--- src/calu_consts.vh ---
// operation codes and flag positions for the arithmetic, logic and shift unit
`ifndef CALU_CONSTS_VH
`define CALU_CONSTS_VH

// operation select codes
`define CALU_OP_ADD         5'h00
`define CALU_OP_SUB         5'h01
`define CALU_OP_ADD_CARRY   5'h02
`define CALU_OP_SUB_BORROW  5'h03
`define CALU_OP_INC         5'h04
`define CALU_OP_DEC         5'h05
`define CALU_OP_ADDS        5'h06
`define CALU_OP_SUBTRACT_SMALL_CONSTANT_WORD        5'h07
`define CALU_OP_DADJ_ADD    5'h08
`define CALU_OP_DADJ_SUB    5'h09
`define CALU_OP_MULU        5'h0A
`define CALU_OP_DIVU        5'h0B
`define CALU_OP_CMP         5'h0C
`define CALU_OP_NEG         5'h0D
`define CALU_OP_AND         5'h0E
`define CALU_OP_OR          5'h0F
`define CALU_OP_XOR         5'h10
`define CALU_OP_NOT         5'h11
`define CALU_OP_ASHL        5'h12
`define CALU_OP_ASHR        5'h13
`define CALU_OP_LSHL        5'h14
`define CALU_OP_LSHR        5'h15
`define CALU_OP_ROTATE_LEFT        5'h16
`define CALU_OP_ROTATE_RIGHT        5'h17
`define CALU_OP_ROTATE_LEFT_THROUGH_CARRY       5'h18
`define CALU_OP_ROTATE_RIGHT_THROUGH_CARRY       5'h19

// flag bit positions in the flag vector {h,n,z,v,c}
`define CALU_FLG_C          0
`define CALU_FLG_V          1
`define CALU_FLG_Z          2
`define CALU_FLG_N          3
`define CALU_FLG_H          4
`define CALU_FLAGS_RST      5'h00

// divider iteration count (one quotient bit per cycle)
`define CALU_DIV_STEPS      4'h8

`endif

--- src/calu_core.v ---
// arithmetic, logic and shift datapath of the cpu execution stage
`timescale 1ns/1ps
`include "calu_consts.vh"
module calu_core #(
   parameter DW = 8
) (
   clock,
   nrst,
   ce,
   op_valid,
   op_code,
   op_word,
   op_use_imm,
   op_imm_two,
   dst_val,
   src_val,
   imm_val,
   flags_in,
   op_ready,
   res_valid,
   res_data,
   res_write,
   res_word,
   flags_out,
   op_illegal
);
   input  wire            clock;
   input  wire            nrst;
   input  wire            ce;
   input  wire            op_valid;   // operation present this cycle
   input  wire [4:0]      op_code;
   input  wire            op_word;    // 1 = word width
   input  wire            op_use_imm; // second operand from immediate
   input  wire            op_imm_two; // word constant is 2 instead of 1
   input  wire [2*DW-1:0] dst_val;
   input  wire [2*DW-1:0] src_val;
   input  wire [DW-1:0]   imm_val;
   input  wire [4:0]      flags_in;   // current condition_flags_register bits
   output wire            op_ready;
   output reg             res_valid;
   output reg  [2*DW-1:0] res_data;
   output reg             res_write;  // destination must be written
   output reg             res_word;
   output reg  [4:0]      flags_out;
   output reg             op_illegal;

   reg  [2*DW-1:0] r_nxt;
   reg  [4:0]      f_nxt;
   reg             wr_nxt;
   reg             wd_nxt;
   reg             bad_nxt;
   reg  [DW-1:0]   b_op;
   reg  [DW:0]     bsum;
   reg  [2*DW:0]   wsum;
   reg  [DW-1:0]   corr;
   reg             hc;
   wire            c_in;
   wire            div_start;
   wire            div_busy;
   wire            div_done;
   wire [DW-1:0]   div_q;
   wire [DW-1:0]   div_r;
   wire            div_z;
   wire            is_div;

   assign c_in      = flags_in[`CALU_FLG_C];
   assign is_div    = (op_code == `CALU_OP_DIVU);
   assign div_start = op_valid && is_div && !div_busy && !div_done;
   // decoder stalls while the divider iterates
   assign op_ready  = !(op_valid && is_div) || div_done;

   ////////////////////////////////////////////////////////////////////////
   // byte add or subtract with carry in; returns {h, c, v, result}
   function [DW+2:0] badd;
      input [DW-1:0] a;
      input [DW-1:0] b;
      input          sub;
      input          cin;
      reg   [DW-1:0] bx;
      reg   [DW:0]   s;
      reg   [4:0]    lo;
      begin
         bx   = sub ? ~b : b;
         s    = {1'b0, a} + {1'b0, bx} + {{DW{1'b0}}, (sub ? ~cin : cin)};
         lo   = {1'b0, a[3:0]} + {1'b0, bx[3:0]} + {4'h0, (sub ? ~cin : cin)};
         badd = {lo[4] ^ sub, s[DW] ^ sub,
                 (a[DW-1] == bx[DW-1]) && (s[DW-1] != a[DW-1]), s[DW-1:0]};
      end
   endfunction

   // word add or subtract, no carry in; returns {h, c, v, result}
   function [2*DW+2:0] wadd;
      input [2*DW-1:0] a;
      input [2*DW-1:0] b;
      input            sub;
      reg   [2*DW-1:0] bx;
      reg   [2*DW:0]   s;
      reg   [12:0]     lo;
      begin
         bx   = sub ? ~b : b;
         s    = {1'b0, a} + {1'b0, bx} + {{(2*DW){1'b0}}, sub};
         lo   = {1'b0, a[11:0]} + {1'b0, bx[11:0]} + {12'h000, sub};
         wadd = {lo[12] ^ sub, s[2*DW] ^ sub,
                 (a[2*DW-1] == bx[2*DW-1]) && (s[2*DW-1] != a[2*DW-1]), s[2*DW-1:0]};
      end
   endfunction

   ////////////////////////////////////////////////////////////////////////
   // operation select and flag formation
   always @* begin
      r_nxt   = dst_val;
      f_nxt   = flags_in;
      wr_nxt  = 1'b1;
      wd_nxt  = 1'b0;
      bad_nxt = 1'b0;
      b_op    = op_use_imm ? imm_val : src_val[DW-1:0];
      bsum    = {(DW+1){1'b0}};
      wsum    = {(2*DW+1){1'b0}};
      corr    = {DW{1'b0}};
      hc      = 1'b0;
      case (op_code)
         `CALU_OP_ADD, `CALU_OP_SUB, `CALU_OP_CMP: begin
            // subtract has no immediate form; word width registers only
            if ((op_code == `CALU_OP_SUB && op_use_imm) || (op_word && op_use_imm))
               bad_nxt = 1'b1;
            wr_nxt = (op_code != `CALU_OP_CMP);
            if (op_word) begin
               wd_nxt = 1'b1;
               {f_nxt[`CALU_FLG_H], f_nxt[`CALU_FLG_C], f_nxt[`CALU_FLG_V], r_nxt} =
                  wadd(dst_val, src_val, op_code != `CALU_OP_ADD);
               f_nxt[`CALU_FLG_N] = r_nxt[2*DW-1];
               f_nxt[`CALU_FLG_Z] = (r_nxt == {(2*DW){1'b0}});
            end else begin
               {f_nxt[`CALU_FLG_H], f_nxt[`CALU_FLG_C], f_nxt[`CALU_FLG_V], r_nxt[DW-1:0]} =
                  badd(dst_val[DW-1:0], b_op, op_code != `CALU_OP_ADD, 1'b0);
            end
         end
         `CALU_OP_ADD_CARRY, `CALU_OP_SUB_BORROW: begin
            {f_nxt[`CALU_FLG_H], f_nxt[`CALU_FLG_C], f_nxt[`CALU_FLG_V], r_nxt[DW-1:0]} =
               badd(dst_val[DW-1:0], b_op, op_code == `CALU_OP_SUB_BORROW, c_in);
            // zero only stays set across a multi-byte chain
            if (r_nxt[DW-1:0] != {DW{1'b0}})
               f_nxt[`CALU_FLG_Z] = 1'b0;
         end
         `CALU_OP_INC, `CALU_OP_DEC: begin
            // carry untouched so counters can sit inside carry chains
            {hc, bsum[0], f_nxt[`CALU_FLG_V], r_nxt[DW-1:0]} =
               badd(dst_val[DW-1:0], {{(DW-1){1'b0}}, 1'b1}, op_code == `CALU_OP_DEC, 1'b0);
         end
         `CALU_OP_ADDS, `CALU_OP_SUBTRACT_SMALL_CONSTANT_WORD: begin
            wd_nxt = 1'b1;
            // address arithmetic: flags are left alone
            wsum = {1'b0, dst_val} + (op_code == `CALU_OP_SUBTRACT_SMALL_CONSTANT_WORD ?
                   (op_imm_two ? {(2*DW+1){1'b1}} - {{(2*DW-1){1'b0}}, 2'b01}
                               : {(2*DW+1){1'b1}})
                 : {{(2*DW-1){1'b0}}, op_imm_two, !op_imm_two});
            r_nxt = wsum[2*DW-1:0];
         end
         `CALU_OP_DADJ_ADD, `CALU_OP_DADJ_SUB: begin
            // correction from carry and half carry, plus digit ranges for the add adjust only
            if (op_code == `CALU_OP_DADJ_ADD) begin
               if (c_in || dst_val[DW-1:0] > 8'h99) begin
                  corr[7:4] = 4'h6;
                  f_nxt[`CALU_FLG_C] = 1'b1;
               end
               if (flags_in[`CALU_FLG_H] || dst_val[3:0] > 4'h9)
                  corr[3:0] = 4'h6;
               r_nxt[DW-1:0] = dst_val[DW-1:0] + corr;
            end else begin
               if (c_in)
                  corr[7:4] = 4'h6;
               if (flags_in[`CALU_FLG_H])
                  corr[3:0] = 4'h6;
               r_nxt[DW-1:0] = dst_val[DW-1:0] - corr;
            end
         end
         `CALU_OP_MULU: begin
            wd_nxt = 1'b1;
            r_nxt  = {{DW{1'b0}}, dst_val[DW-1:0]} * {{DW{1'b0}}, src_val[DW-1:0]};
         end
         `CALU_OP_DIVU: begin
            wd_nxt = 1'b1;
            r_nxt  = {div_r, div_q};
            f_nxt[`CALU_FLG_N] = div_q[DW-1];
            f_nxt[`CALU_FLG_Z] = div_z || (src_val[DW-1:0] == {DW{1'b0}});
         end
         `CALU_OP_NEG: begin
            {hc, f_nxt[`CALU_FLG_C], f_nxt[`CALU_FLG_V], r_nxt[DW-1:0]} =
               badd({DW{1'b0}}, dst_val[DW-1:0], 1'b1, 1'b0);
         end
         `CALU_OP_AND: r_nxt[DW-1:0] = dst_val[DW-1:0] & b_op;
         `CALU_OP_OR:  r_nxt[DW-1:0] = dst_val[DW-1:0] | b_op;
         `CALU_OP_XOR: r_nxt[DW-1:0] = dst_val[DW-1:0] ^ b_op;
         `CALU_OP_NOT: r_nxt[DW-1:0] = ~dst_val[DW-1:0];
         `CALU_OP_ASHL, `CALU_OP_LSHL: begin
            r_nxt[DW-1:0] = {dst_val[DW-2:0], 1'b0};
            f_nxt[`CALU_FLG_C] = dst_val[DW-1];
         end
         `CALU_OP_ASHR: begin
            r_nxt[DW-1:0] = {dst_val[DW-1], dst_val[DW-1:1]};
            f_nxt[`CALU_FLG_C] = dst_val[0];
         end
         `CALU_OP_LSHR: begin
            r_nxt[DW-1:0] = {1'b0, dst_val[DW-1:1]};
            f_nxt[`CALU_FLG_C] = dst_val[0];
         end
         `CALU_OP_ROTATE_LEFT: begin
            r_nxt[DW-1:0] = {dst_val[DW-2:0], dst_val[DW-1]};
            f_nxt[`CALU_FLG_C] = dst_val[DW-1];
         end
         `CALU_OP_ROTATE_RIGHT: begin
            r_nxt[DW-1:0] = {dst_val[0], dst_val[DW-1:1]};
            f_nxt[`CALU_FLG_C] = dst_val[0];
         end
         `CALU_OP_ROTATE_LEFT_THROUGH_CARRY: begin
            r_nxt[DW-1:0] = {dst_val[DW-2:0], c_in};
            f_nxt[`CALU_FLG_C] = dst_val[DW-1];
         end
         `CALU_OP_ROTATE_RIGHT_THROUGH_CARRY: begin
            r_nxt[DW-1:0] = {c_in, dst_val[DW-1:1]};
            f_nxt[`CALU_FLG_C] = dst_val[0];
         end
         default: begin
            bad_nxt = 1'b1;
            wr_nxt  = 1'b0;
         end
      endcase
      // common byte-result flags; word and special cases handled above
      if (!wd_nxt && op_code != `CALU_OP_ADD_CARRY && op_code != `CALU_OP_SUB_BORROW) begin
         f_nxt[`CALU_FLG_N] = r_nxt[DW-1];
         f_nxt[`CALU_FLG_Z] = (r_nxt[DW-1:0] == {DW{1'b0}});
      end else if (op_code == `CALU_OP_ADD_CARRY || op_code == `CALU_OP_SUB_BORROW) begin
         f_nxt[`CALU_FLG_N] = r_nxt[DW-1];
      end
      // logic and shift ops clear overflow; mulu/adds leave flags
      if (op_code >= `CALU_OP_AND && op_code <= `CALU_OP_ROTATE_RIGHT_THROUGH_CARRY) begin
         f_nxt[`CALU_FLG_V] = 1'b0;
         f_nxt[`CALU_FLG_H] = flags_in[`CALU_FLG_H];
      end
      if (op_code == `CALU_OP_ADDS || op_code == `CALU_OP_SUBTRACT_SMALL_CONSTANT_WORD || op_code == `CALU_OP_MULU)
         f_nxt = flags_in;
      if (!wd_nxt)
         r_nxt[2*DW-1:DW] = dst_val[2*DW-1:DW];
      if (bad_nxt) begin
         wr_nxt = 1'b0;
         r_nxt  = dst_val;
         f_nxt  = flags_in; // refused operation changes nothing
      end
   end

   ////////////////////////////////////////////////////////////////////////
   // result register; divide completes a few cycles later
   always @(posedge clock) begin
      if (!nrst) begin
         res_valid  <= 1'b0;
         res_data   <= {(2*DW){1'b0}};
         res_write  <= 1'b0;
         res_word   <= 1'b0;
         flags_out  <= `CALU_FLAGS_RST;
         op_illegal <= 1'b0;
      end else if (ce) begin
         res_valid  <= op_valid && op_ready;
         res_write  <= op_valid && op_ready && wr_nxt;
         op_illegal <= op_valid && op_ready && bad_nxt;
         if (op_valid && op_ready) begin
            res_data  <= r_nxt;
            res_word  <= wd_nxt;
            flags_out <= f_nxt;
         end
      end
   end

   ////////////////////////////////////////////////////////////////////////
   // iterative divider keeps the combinational path short
   calu_divider #(
      .DW (DW)
   ) u_div (
      .clock     (clock),
      .nrst      (nrst),
      .ce        (ce),
      .start     (div_start),
      .dividend  (dst_val),
      .divisor   (src_val[DW-1:0]),
      .busy      (div_busy),
      .done      (div_done),
      .quotient  (div_q),
      .remainder (div_r),
      .div_zero  (div_z)
   );
endmodule // calu_core

--- src/calu_divider.v ---
// sequential 16 by 8 unsigned restoring divider
`timescale 1ns/1ps
module calu_divider #(
   parameter DW = 8
) (
   clock,
   nrst,
   ce,
   start,
   dividend,
   divisor,
   busy,
   done,
   quotient,
   remainder,
   div_zero
);
   input  wire            clock;
   input  wire            nrst;
   input  wire            ce;
   input  wire            start;
   input  wire [2*DW-1:0] dividend;
   input  wire [DW-1:0]   divisor;
   output wire            busy;
   output reg             done;
   output reg  [DW-1:0]   quotient;
   output reg  [DW-1:0]   remainder;
   output reg             div_zero;

   reg  [DW:0]     rem_r;
   reg  [DW-1:0]   quo_r;
   reg  [DW-1:0]   dvs_r;
   reg  [3:0]      cnt_r;
   reg             run_r;
   wire [DW:0]     trial;
   wire [DW+1:0]   diff;

   assign busy  = run_r;
   // shift in next dividend bit then try subtracting
   assign trial = {rem_r[DW-1:0], quo_r[DW-1]};
   assign diff  = {1'b0, trial} - {2'b00, dvs_r};

   ////////////////////////////////////////////////////////////////////////
   // one quotient bit per enabled cycle; zero divisor skips the loop
   always @(posedge clock) begin
      if (!nrst) begin
         rem_r     <= {(DW+1){1'b0}};
         quo_r     <= {DW{1'b0}};
         dvs_r     <= {DW{1'b0}};
         cnt_r     <= 4'h0;
         run_r     <= 1'b0;
         done      <= 1'b0;
         quotient  <= {DW{1'b0}};
         remainder <= {DW{1'b0}};
         div_zero  <= 1'b0;
      end else if (ce) begin
         done <= 1'b0;
         if (start && !run_r) begin
            if (divisor == {DW{1'b0}}) begin
               done      <= 1'b1; // result undefined; operands left as is
               div_zero  <= 1'b1;
               quotient  <= dividend[DW-1:0];
               remainder <= dividend[2*DW-1:DW];
            end else begin
               rem_r    <= {1'b0, dividend[2*DW-1:DW]};
               quo_r    <= dividend[DW-1:0];
               dvs_r    <= divisor;
               cnt_r    <= `CALU_DIV_STEPS;
               run_r    <= 1'b1;
               div_zero <= 1'b0;
            end
         end else if (run_r) begin
            if (!diff[DW+1]) begin
               rem_r <= diff[DW:0];
               quo_r <= {quo_r[DW-2:0], 1'b1};
            end else begin
               rem_r <= trial;
               quo_r <= {quo_r[DW-2:0], 1'b0};
            end
            cnt_r <= cnt_r - 4'h1;
            if (cnt_r == 4'h1) begin
               run_r     <= 1'b0;
               done      <= 1'b1;
               quotient  <= !diff[DW+1] ? {quo_r[DW-2:0], 1'b1} : {quo_r[DW-2:0], 1'b0};
               remainder <= !diff[DW+1] ? diff[DW-1:0] : trial[DW-1:0];
            end
         end
      end
   end
endmodule // calu_divider

--- config.mk ---
export PLATFORM = sky130hd
export DESIGN_NAME = calu_core
export DESIGN_NICKNAME = d
export VERILOG_FILES = /design/src/calu_core.v /design/src/calu_divider.v
export VERILOG_INCLUDE_DIRS = /design/src
export SDC_FILE = /design/constraint.sdc
export NUM_CORES = 1
export LEC_CHECK = 0
export BUFFER_PORTS_ARGS = -buffer_cell sky130_fd_sc_hd__buf_2
export CELL_PAD_IN_SITES_DETAIL_PLACEMENT = 0
export CELL_PAD_IN_SITES_GLOBAL_PLACEMENT = 1
export CORE_MARGIN = 2
export CORE_UTILIZATION = 42
export CTS_CLUSTER_SIZE = 30
export DETAILED_ROUTE_END_ITERATION = 12
export PLACE_DENSITY = 0.8
export REMOVE_ABC_BUFFERS = 1
export SETUP_SLACK_MARGIN = 0.4
export SYNTH_ARGS = -nofsm -noshare
export SYNTH_HDL_FRONTEND = slang
export SYNTH_SLANG_ARGS = --single-unit
--- constraint.sdc ---
create_clock -name clock -period 4.6 [get_ports clock]
set_input_delay 0.46 -clock clock [delete_from_list [all_inputs] [get_ports clock]]
set_output_delay 0.46 -clock clock [all_outputs]
set_load 0.02 [all_outputs]
=== Word-level counts from Yosys, hierarchy flattened ===
Cells that the tools add are included.

* Logic and storage cells: 230
* Bits in read-only memories: 0
* Register bits after elaboration: 72
* Memory bits (writable): 0
* Bits in latches: 0
* Memories kept: 0

* Bitwise logic cells: 16
* Multipliers: 1
* Shift-type cells: 0
* Divide/modulo/power cells: 0
* Equality and inequality tests: 39
* Reductions and logical operators: 54
* Mux-type cells: 81
* $add $sub $neg: 20
* Order comparisons: 4

{| class="wikitable"
|+ Operators with widths
! kind !! number
|-
| 8-bit two-way mux || 24
|-
| 8-bit one-hot mux with 19 select lines || 1
|-
| 5-bit equality test (second input constant) || 10
|-
| 16-bit two-way mux || 3
|-
| 4-bit two-way mux || 11
|-
| 5-bit by 4-bit equality test with 1-bit output (second input constant) || 8
|-
| 8-bit one-hot mux with 4 select lines || 1
|-
| 1-bit two-way mux || 25
|-
| 23-bit OR reduction || 1
|-
| 5-bit by 3-bit equality test with 1-bit output (second input constant) || 4
|-
| 8-bit by 8-bit adder with 9-bit output || 2
|-
| 9-bit by 1-bit adder with 9-bit output || 2
|-
| 16-bit by 16-bit adder with 17-bit output || 1
|-
| 17-bit by 1-bit adder with 17-bit output || 1
|-
| 1-bit logical AND || 17
|-
| 16-bit adder || 1
|-
| 8-bit adder || 2
|-
| 16-bit logical NOT || 1
|-
| 8-bit logical NOT || 2
|-
| 8-bit by 8-bit multiplier with 16-bit output || 1
|-
| 16-bit NOT || 1
|-
| 8-bit NOT || 2
|-
| 12-bit by 12-bit adder with 13-bit output || 1
|-
| 13-bit by 1-bit adder with 13-bit output || 1
|-
| 43 further kinds || 92
|}

=== Longest topological paths before layout ===
* Depth after elaboration: 12
* Mapped depth: 21
* Depth with buffers taken out: 19

=== Hierarchy ===
A second synthesis with hierarchy kept.

* Cells, all modules: 1457
* Area, all modules: 11141.9 µm²

{| class="wikitable"
|+ By module, submodules not included
! module !! cells each !! area each (µm²) !! instances !! sequential area each (µm²)
|-
| calu_core || 1164 || 8663.3 || 1 || 500.5
|-
| calu_divider || 293 || 2478.6 || 1 || 940.9
|}

=== Least setup slack after synthesis ===
OpenSTA, ideal clock, no wires.

* Kind: in2reg
* Start point: input port dst_val[0]
* End point: register res_data[14]
* Data required time: 4.476 ns
* Buffers on the path: 2
* Cell stages on the path: 18
* Slack: -0.439 ns
* Setup time: 0.124 ns
* Arrival: 4.915 ns
* Path through: clkbuf_1 clkbuf_1 nand2_1 fa_1 fa_1 inv_1 fa_1 inv_1 fa_1 inv_1 ha_1 a2111oi_0 o31ai_1 a21o_1 a21oi_1 xnor2_1 a221oi_1 nor3_1

* Cells in the longest elaborated chain, start to end: 6
* Elaborated cells on any way between the ends: 8
* Those cells by class: add/sub (3); mul (1); mux (4)

{| class="wikitable"
|+ RTL lines
! item !! line !! text
|-
| start, declared || calu_core.v:35 || <nowiki>input wire [2*DW-1:0] dst_val;</nowiki>
|-
| 16-bit by 16-bit adder with 17-bit output || calu_core.v:101 || <nowiki>s = {1'b0, a} + {1'b0, bx} + {{(2*DW){1'b0}}, sub};</nowiki>
|-
| 17-bit by 1-bit adder with 17-bit output || calu_core.v:101 ||
|-
| 8-bit two-way mux || calu_core.v:127 || <nowiki>if (op_word) begin</nowiki>
|-
| 8-bit one-hot mux with 4 select lines * || calu_core.v:121 || <nowiki>case (op_code)</nowiki>
|-
| 8-bit two-way mux * || calu_core.v:242 || <nowiki>if (!wd_nxt)</nowiki>
|-
| 16-bit two-way mux * || calu_core.v:244 || <nowiki>if (bad_nxt) begin</nowiki>
|-
| end signal, assigned || calu_core.v:256 || <nowiki>res_data <= {(2*DW){1'b0}};</nowiki>
|-
| end signal, assigned || calu_core.v:266 || <nowiki>res_data <= r_nxt;</nowiki>
|-
| end, declared || calu_core.v:41 || <nowiki>output reg [2*DW-1:0] res_data;</nowiki>
|}

Mark *: on every way between the ends. The rest lies on a longest branch, timed or not.
A chain may end at the register's enable or synchronous reset.

=== Worst setup path in the final report ===
* Start point: input port dst_val[1]
* End point: register flags_out[2]

* Cells in the longest elaborated chain, start to end: 12
* Elaborated cells on any way between the ends: 39
* Those cells by class: add/sub (12); mul (1); order compare (2); mux (15); bitwise (4); reduce/logical (5)

{| class="wikitable"
|+ RTL lines
! item !! line !! text
|-
| 8-bit > comparator / 4-bit > comparator (equally long branches) || calu_core.v:162, calu_core.v:166 ||
|-
| 1-bit logical OR, on equally long branches || calu_core.v:162, calu_core.v:166 ||
|-
| 3-bit two-way mux, on equally long branches || calu_core.v:162, calu_core.v:166 ||
|-
| 4-bit two-way mux || calu_core.v:161 || <nowiki>if (op_code == `CALU_OP_DADJ_ADD) begin</nowiki>
|-
| 4-bit two-way mux || calu_core.v:121 ||
|-
| 8-bit adder || calu_core.v:168 || <nowiki>r_nxt[DW-1:0] = dst_val[DW-1:0] + corr;</nowiki>
|-
| 8-bit two-way mux || calu_core.v:161 ||
|-
| 8-bit one-hot mux with 19 select lines || calu_core.v:121 ||
|-
| 8-bit logical NOT || calu_core.v:231 || <nowiki>f_nxt[`CALU_FLG_Z] = (r_nxt[DW-1:0] == {DW{1'b0}});</nowiki>
|-
| 1-bit two-way mux * || calu_core.v:229 || <nowiki>if (!wd_nxt && op_code != `CALU_OP_ADD_CARRY && op_code != `CALU_OP_SUB_BORROW) begin</nowiki>
|-
| 5-bit two-way mux * || calu_core.v:240 || <nowiki>if (op_code == `CALU_OP_ADDS || op_code == `CALU_OP_SUBTRACT_SMALL_CONSTANT_WORD || op_code == `CALU_OP_MULU)</nowiki>
|-
| 5-bit two-way mux * || calu_core.v:244 ||
|-
| end signal, assigned || calu_core.v:259 || <nowiki>flags_out <= `CALU_FLAGS_RST;</nowiki>
|-
| end signal, assigned || calu_core.v:268 || <nowiki>flags_out <= f_nxt;</nowiki>
|-
| end, declared || calu_core.v:44 || <nowiki>output reg [4:0] flags_out;</nowiki>
|}

Mark *: on every way between the ends. The rest lies on a longest branch, timed or not. The select of a mux whose other input is x is not followed.

==> results.sh <==
export IMPL_layout_drive_gt1_share_pct=21.2
export IMPL_yosysTopAreaCell="ha_1"
export IMPL_core_area_sq_um=25000
export IMPL_grtUsageMet1_pct=39.4
export IMPL_fin_ws_ps=165
export IMPL_synth_seq_cells=72
export IMPL_path_buf_inv=5
export IMPL_wl_per_cell_um=21.0
export IMPL_path_class="input port to register"
export IMPL_die_width_um=163
export IMPL_ys_top_cells_by_count="ha_1 (126), nor2_1 (124), inv_1 (110)"
export IMPL_place_area_sq_um=12100
export IMPL_dieArea_sq_um=26600
export IMPL_synth_avg_cell_area_sq_um=7.62
export IMPL_yosys_area_share_adder_pct=23.1
export IMPL_synth_top_family_by_area="compound AO/OA/AOI/OAI gates"
export IMPL_grt_busiest_layer="met2"
export IMPL_seq_area_frac_synth_pct=13.6
export IMPL_root_buffer="clkbuf_16"
export IMPL_yosysMostFrequentCell="ha_1"
export IMPL_overflow=0
export IMPL_synth_area_leaders="ha_1 (15%), dfxtp_1 (14%), fa_1 (8.3%)"
export IMPL_fmax_ghz=0.225
export IMPL_synth_ff_type="dfxtp_1"
export IMPL_nets=1769
export IMPL_insertion_delay_ps=360
export IMPL_synth_mux_area_share_pct=3.41
export IMPL_cp_data_arrival_time_ps=4710
export IMPL_grt_use_total_pct=29.8
export IMPL_core_rowCount=58
export IMPL_slew_headroom_pct=32.9
export IMPL_fin_skew_ps=10.8
export IMPL_fill_cells=2494
export IMPL_initial_core_util_pct=42.5
export IMPL_cp_end_kind="register"
export IMPL_die_height_um=163
export IMPL_synth_xor_xnor_area_share_pct=8.16
export IMPL_path_cells="buf_2 > buf_4 > and2_4 > fa_2 > fa_1 > ha_1 > inv_2 > fa_1 > inv_2 > ha_4 > xnor2_4 > a222oi_1 > nand3_1 > a211oi_2 > buf_4 > a31oi_4 > or3_1 > o31ai_2"
export IMPL_use_met3_pct=4.29
export IMPL_period_share_pct=96.4
export IMPL_vias=11300
export IMPL_cts_made_buffers=9
export IMPL_clk_pin_slew_ps=70
export IMPL_status="finished, final reports clean"
export IMPL_final_area_sq_um=13000
export IMPL_h_tree_depth=3
export IMPL_routed_wl_um=39500
export IMPL_post_route_util_pct=51.9
export IMPL_viasPerCell=6.03
export IMPL_regArea_sq_um=1440
export IMPL_multi_input_area_sq_um=8930
export IMPL_leakage_nw=5.62
export IMPL_drc=0
export IMPL_async_reset_ff_share_pct=0
export IMPL_antennaDiodeCount=0
export IMPL_tns_ps=0
export IMPL_synth_compound_area_share_pct=24.4
export IMPL_critPathMaxFanout=5
export IMPL_hold_ws_ps=448
export IMPL_port_buffers=82
export IMPL_area_growth_pct=22.1
export IMPL_grt_max_degree=46
export IMPL_hold_buffers=0
export IMPL_syn_area_sq_um=10600
export IMPL_final_max_slew_viol_count=0
export IMPL_power_density_nw_per_um2=280
export IMPL_min_path_type="register to register"
export IMPL_syn_inst=1395
export IMPL_drtIter0Drc=1153
export IMPL_cp_slowest_stage_delay_ps=540
export IMPL_dp_cells=1850
export IMPL_ant_nets=0
export IMPL_place_ws_ps=-558
export IMPL_ys_warn_count=0
export IMPL_use_met2_pct=49.1
export IMPL_period_needed_ps=4440
export IMPL_cts_tree="built"
export IMPL_place_congestion=0.968
export IMPL_synth_top_area_share_pct=14.8
export IMPL_worst_pin_slew_ps=1000
export IMPL_ys_types=79
export IMPL_clock_sinks=72
export IMPL_hold_violations=0
export IMPL_io_pins=83
export IMPL_grt_pass1_vias=10800
export IMPL_dp_hpwl_um=30400
export IMPL_ir_drop_mv=0.224
export IMPL_rsz0062_at_grt="true"
export IMPL_crit_family="adder cells"
export IMPL_grt_pass1_wl_um=61100
export IMPL_fin_cells=1877
export IMPL_drv_cap=0
export IMPL_synthSimpleGateAreaFrac_pct=20.8
export IMPL_antenna_found_initial=0
export IMPL_dr_pass1_iters=6
export IMPL_total_power_mw=3.63
export IMPL_required_ps=4880
export IMPL_setup_viol=0
export IMPL_synth_edf_count=0
export IMPL_worstSetupStartpointType="input port"
export IMPL_clock_path_buffers=2
export IMPL_slowest_stage="fa_1"
area by class of cell:
cell class | count | area share [%]
Clock buffer | 9 | 1.73
Clock inverter | 7 | 0.646
Inverter | 111 | 3.21
Multi-Input combinational cell | 1138 | 68.8
Sequential cell | 72 | 11.1
Tap cell | 330 | 3.18
Timing Repair Buffer | 210 | 11.3
logic make-up (layout without fill, tap and decap cells):
group,count (synthesis),count (layout)
fa+ha+maj,170,170
compound gates,390,390
flops,72,72
buf+inv,185,337
simple gates,444,444
xor+xnor,99,99
mux,35,35
power by group:
part	switching (mW)	internal, mW	leakage (nW)	total (mW)
Clock	0.336	0.432	0.149	0.768
Combinational	1.22	0.995	4.88	2.21
Sequential	0.00891	0.640	0.584	0.648
Total	1.56	2.07	5.62	3.63
worst min-delay path: stages (launching register included):
cell	delay [ps]
dfxtp_1	310
nand2_1	50
a21oi_1	50
sequential cells by signal, summed over array words and instances, names as in the netlist:
register / count
u_div.rem_r: 8
u_div.busy: 1
u_div.cnt_r: 4
res_write: 1
res_valid: 1
u_div.dvs_r: 8
u_div.quotient: 8
u_div.done: 1
res_word: 1
flags_out: 5
res_data: 16
u_div.div_zero: 1
u_div.quo_r: 8
op_illegal: 1
u_div.remainder: 8
repair_timing:
action                                  4_1_cts  5_1_grt
resized for setup                            70       42
pin swaps                                    54       42
endpoints found under the setup margin       13       16
setup buffers                                 8        3
worst paths after layout:
| path | from | to | slack (ps) | cells after the start |
|---|---|---|---|---|
| worst min-delay path | res_data[2] | res_data[2] | 450 | 2 |
| worst min register to register | res_data[2] | res_data[2] | 450 | 2 |
| worst max register to register | u_div.dvs_r[1] | u_div.remainder[5] | 1490 | 11 |
| worst max-delay path | dst_val[1] | flags_out[2] | 160 | 18 |
layout by cell type (no fill, tap or decap), drive strengths merged, types with 32 or more instances in the layout:
cell type  count
nor2         125
inv          116
and2          53
o21ai         88
nor3          38
a211oi        45
xor2          32
nand2         97
buf          210
nand3         44
xnor2         67
dfxtp         72
fa            44
ha           126
a21oi         85
metal layers:
layer  wire, um  vias up
li1           -     5301
met1      16900     5437
met2      18100      468
met3       2790      107
met4       1610        0
met5          0        -
No activity file was read; power rests on OpenSTA's default activity.
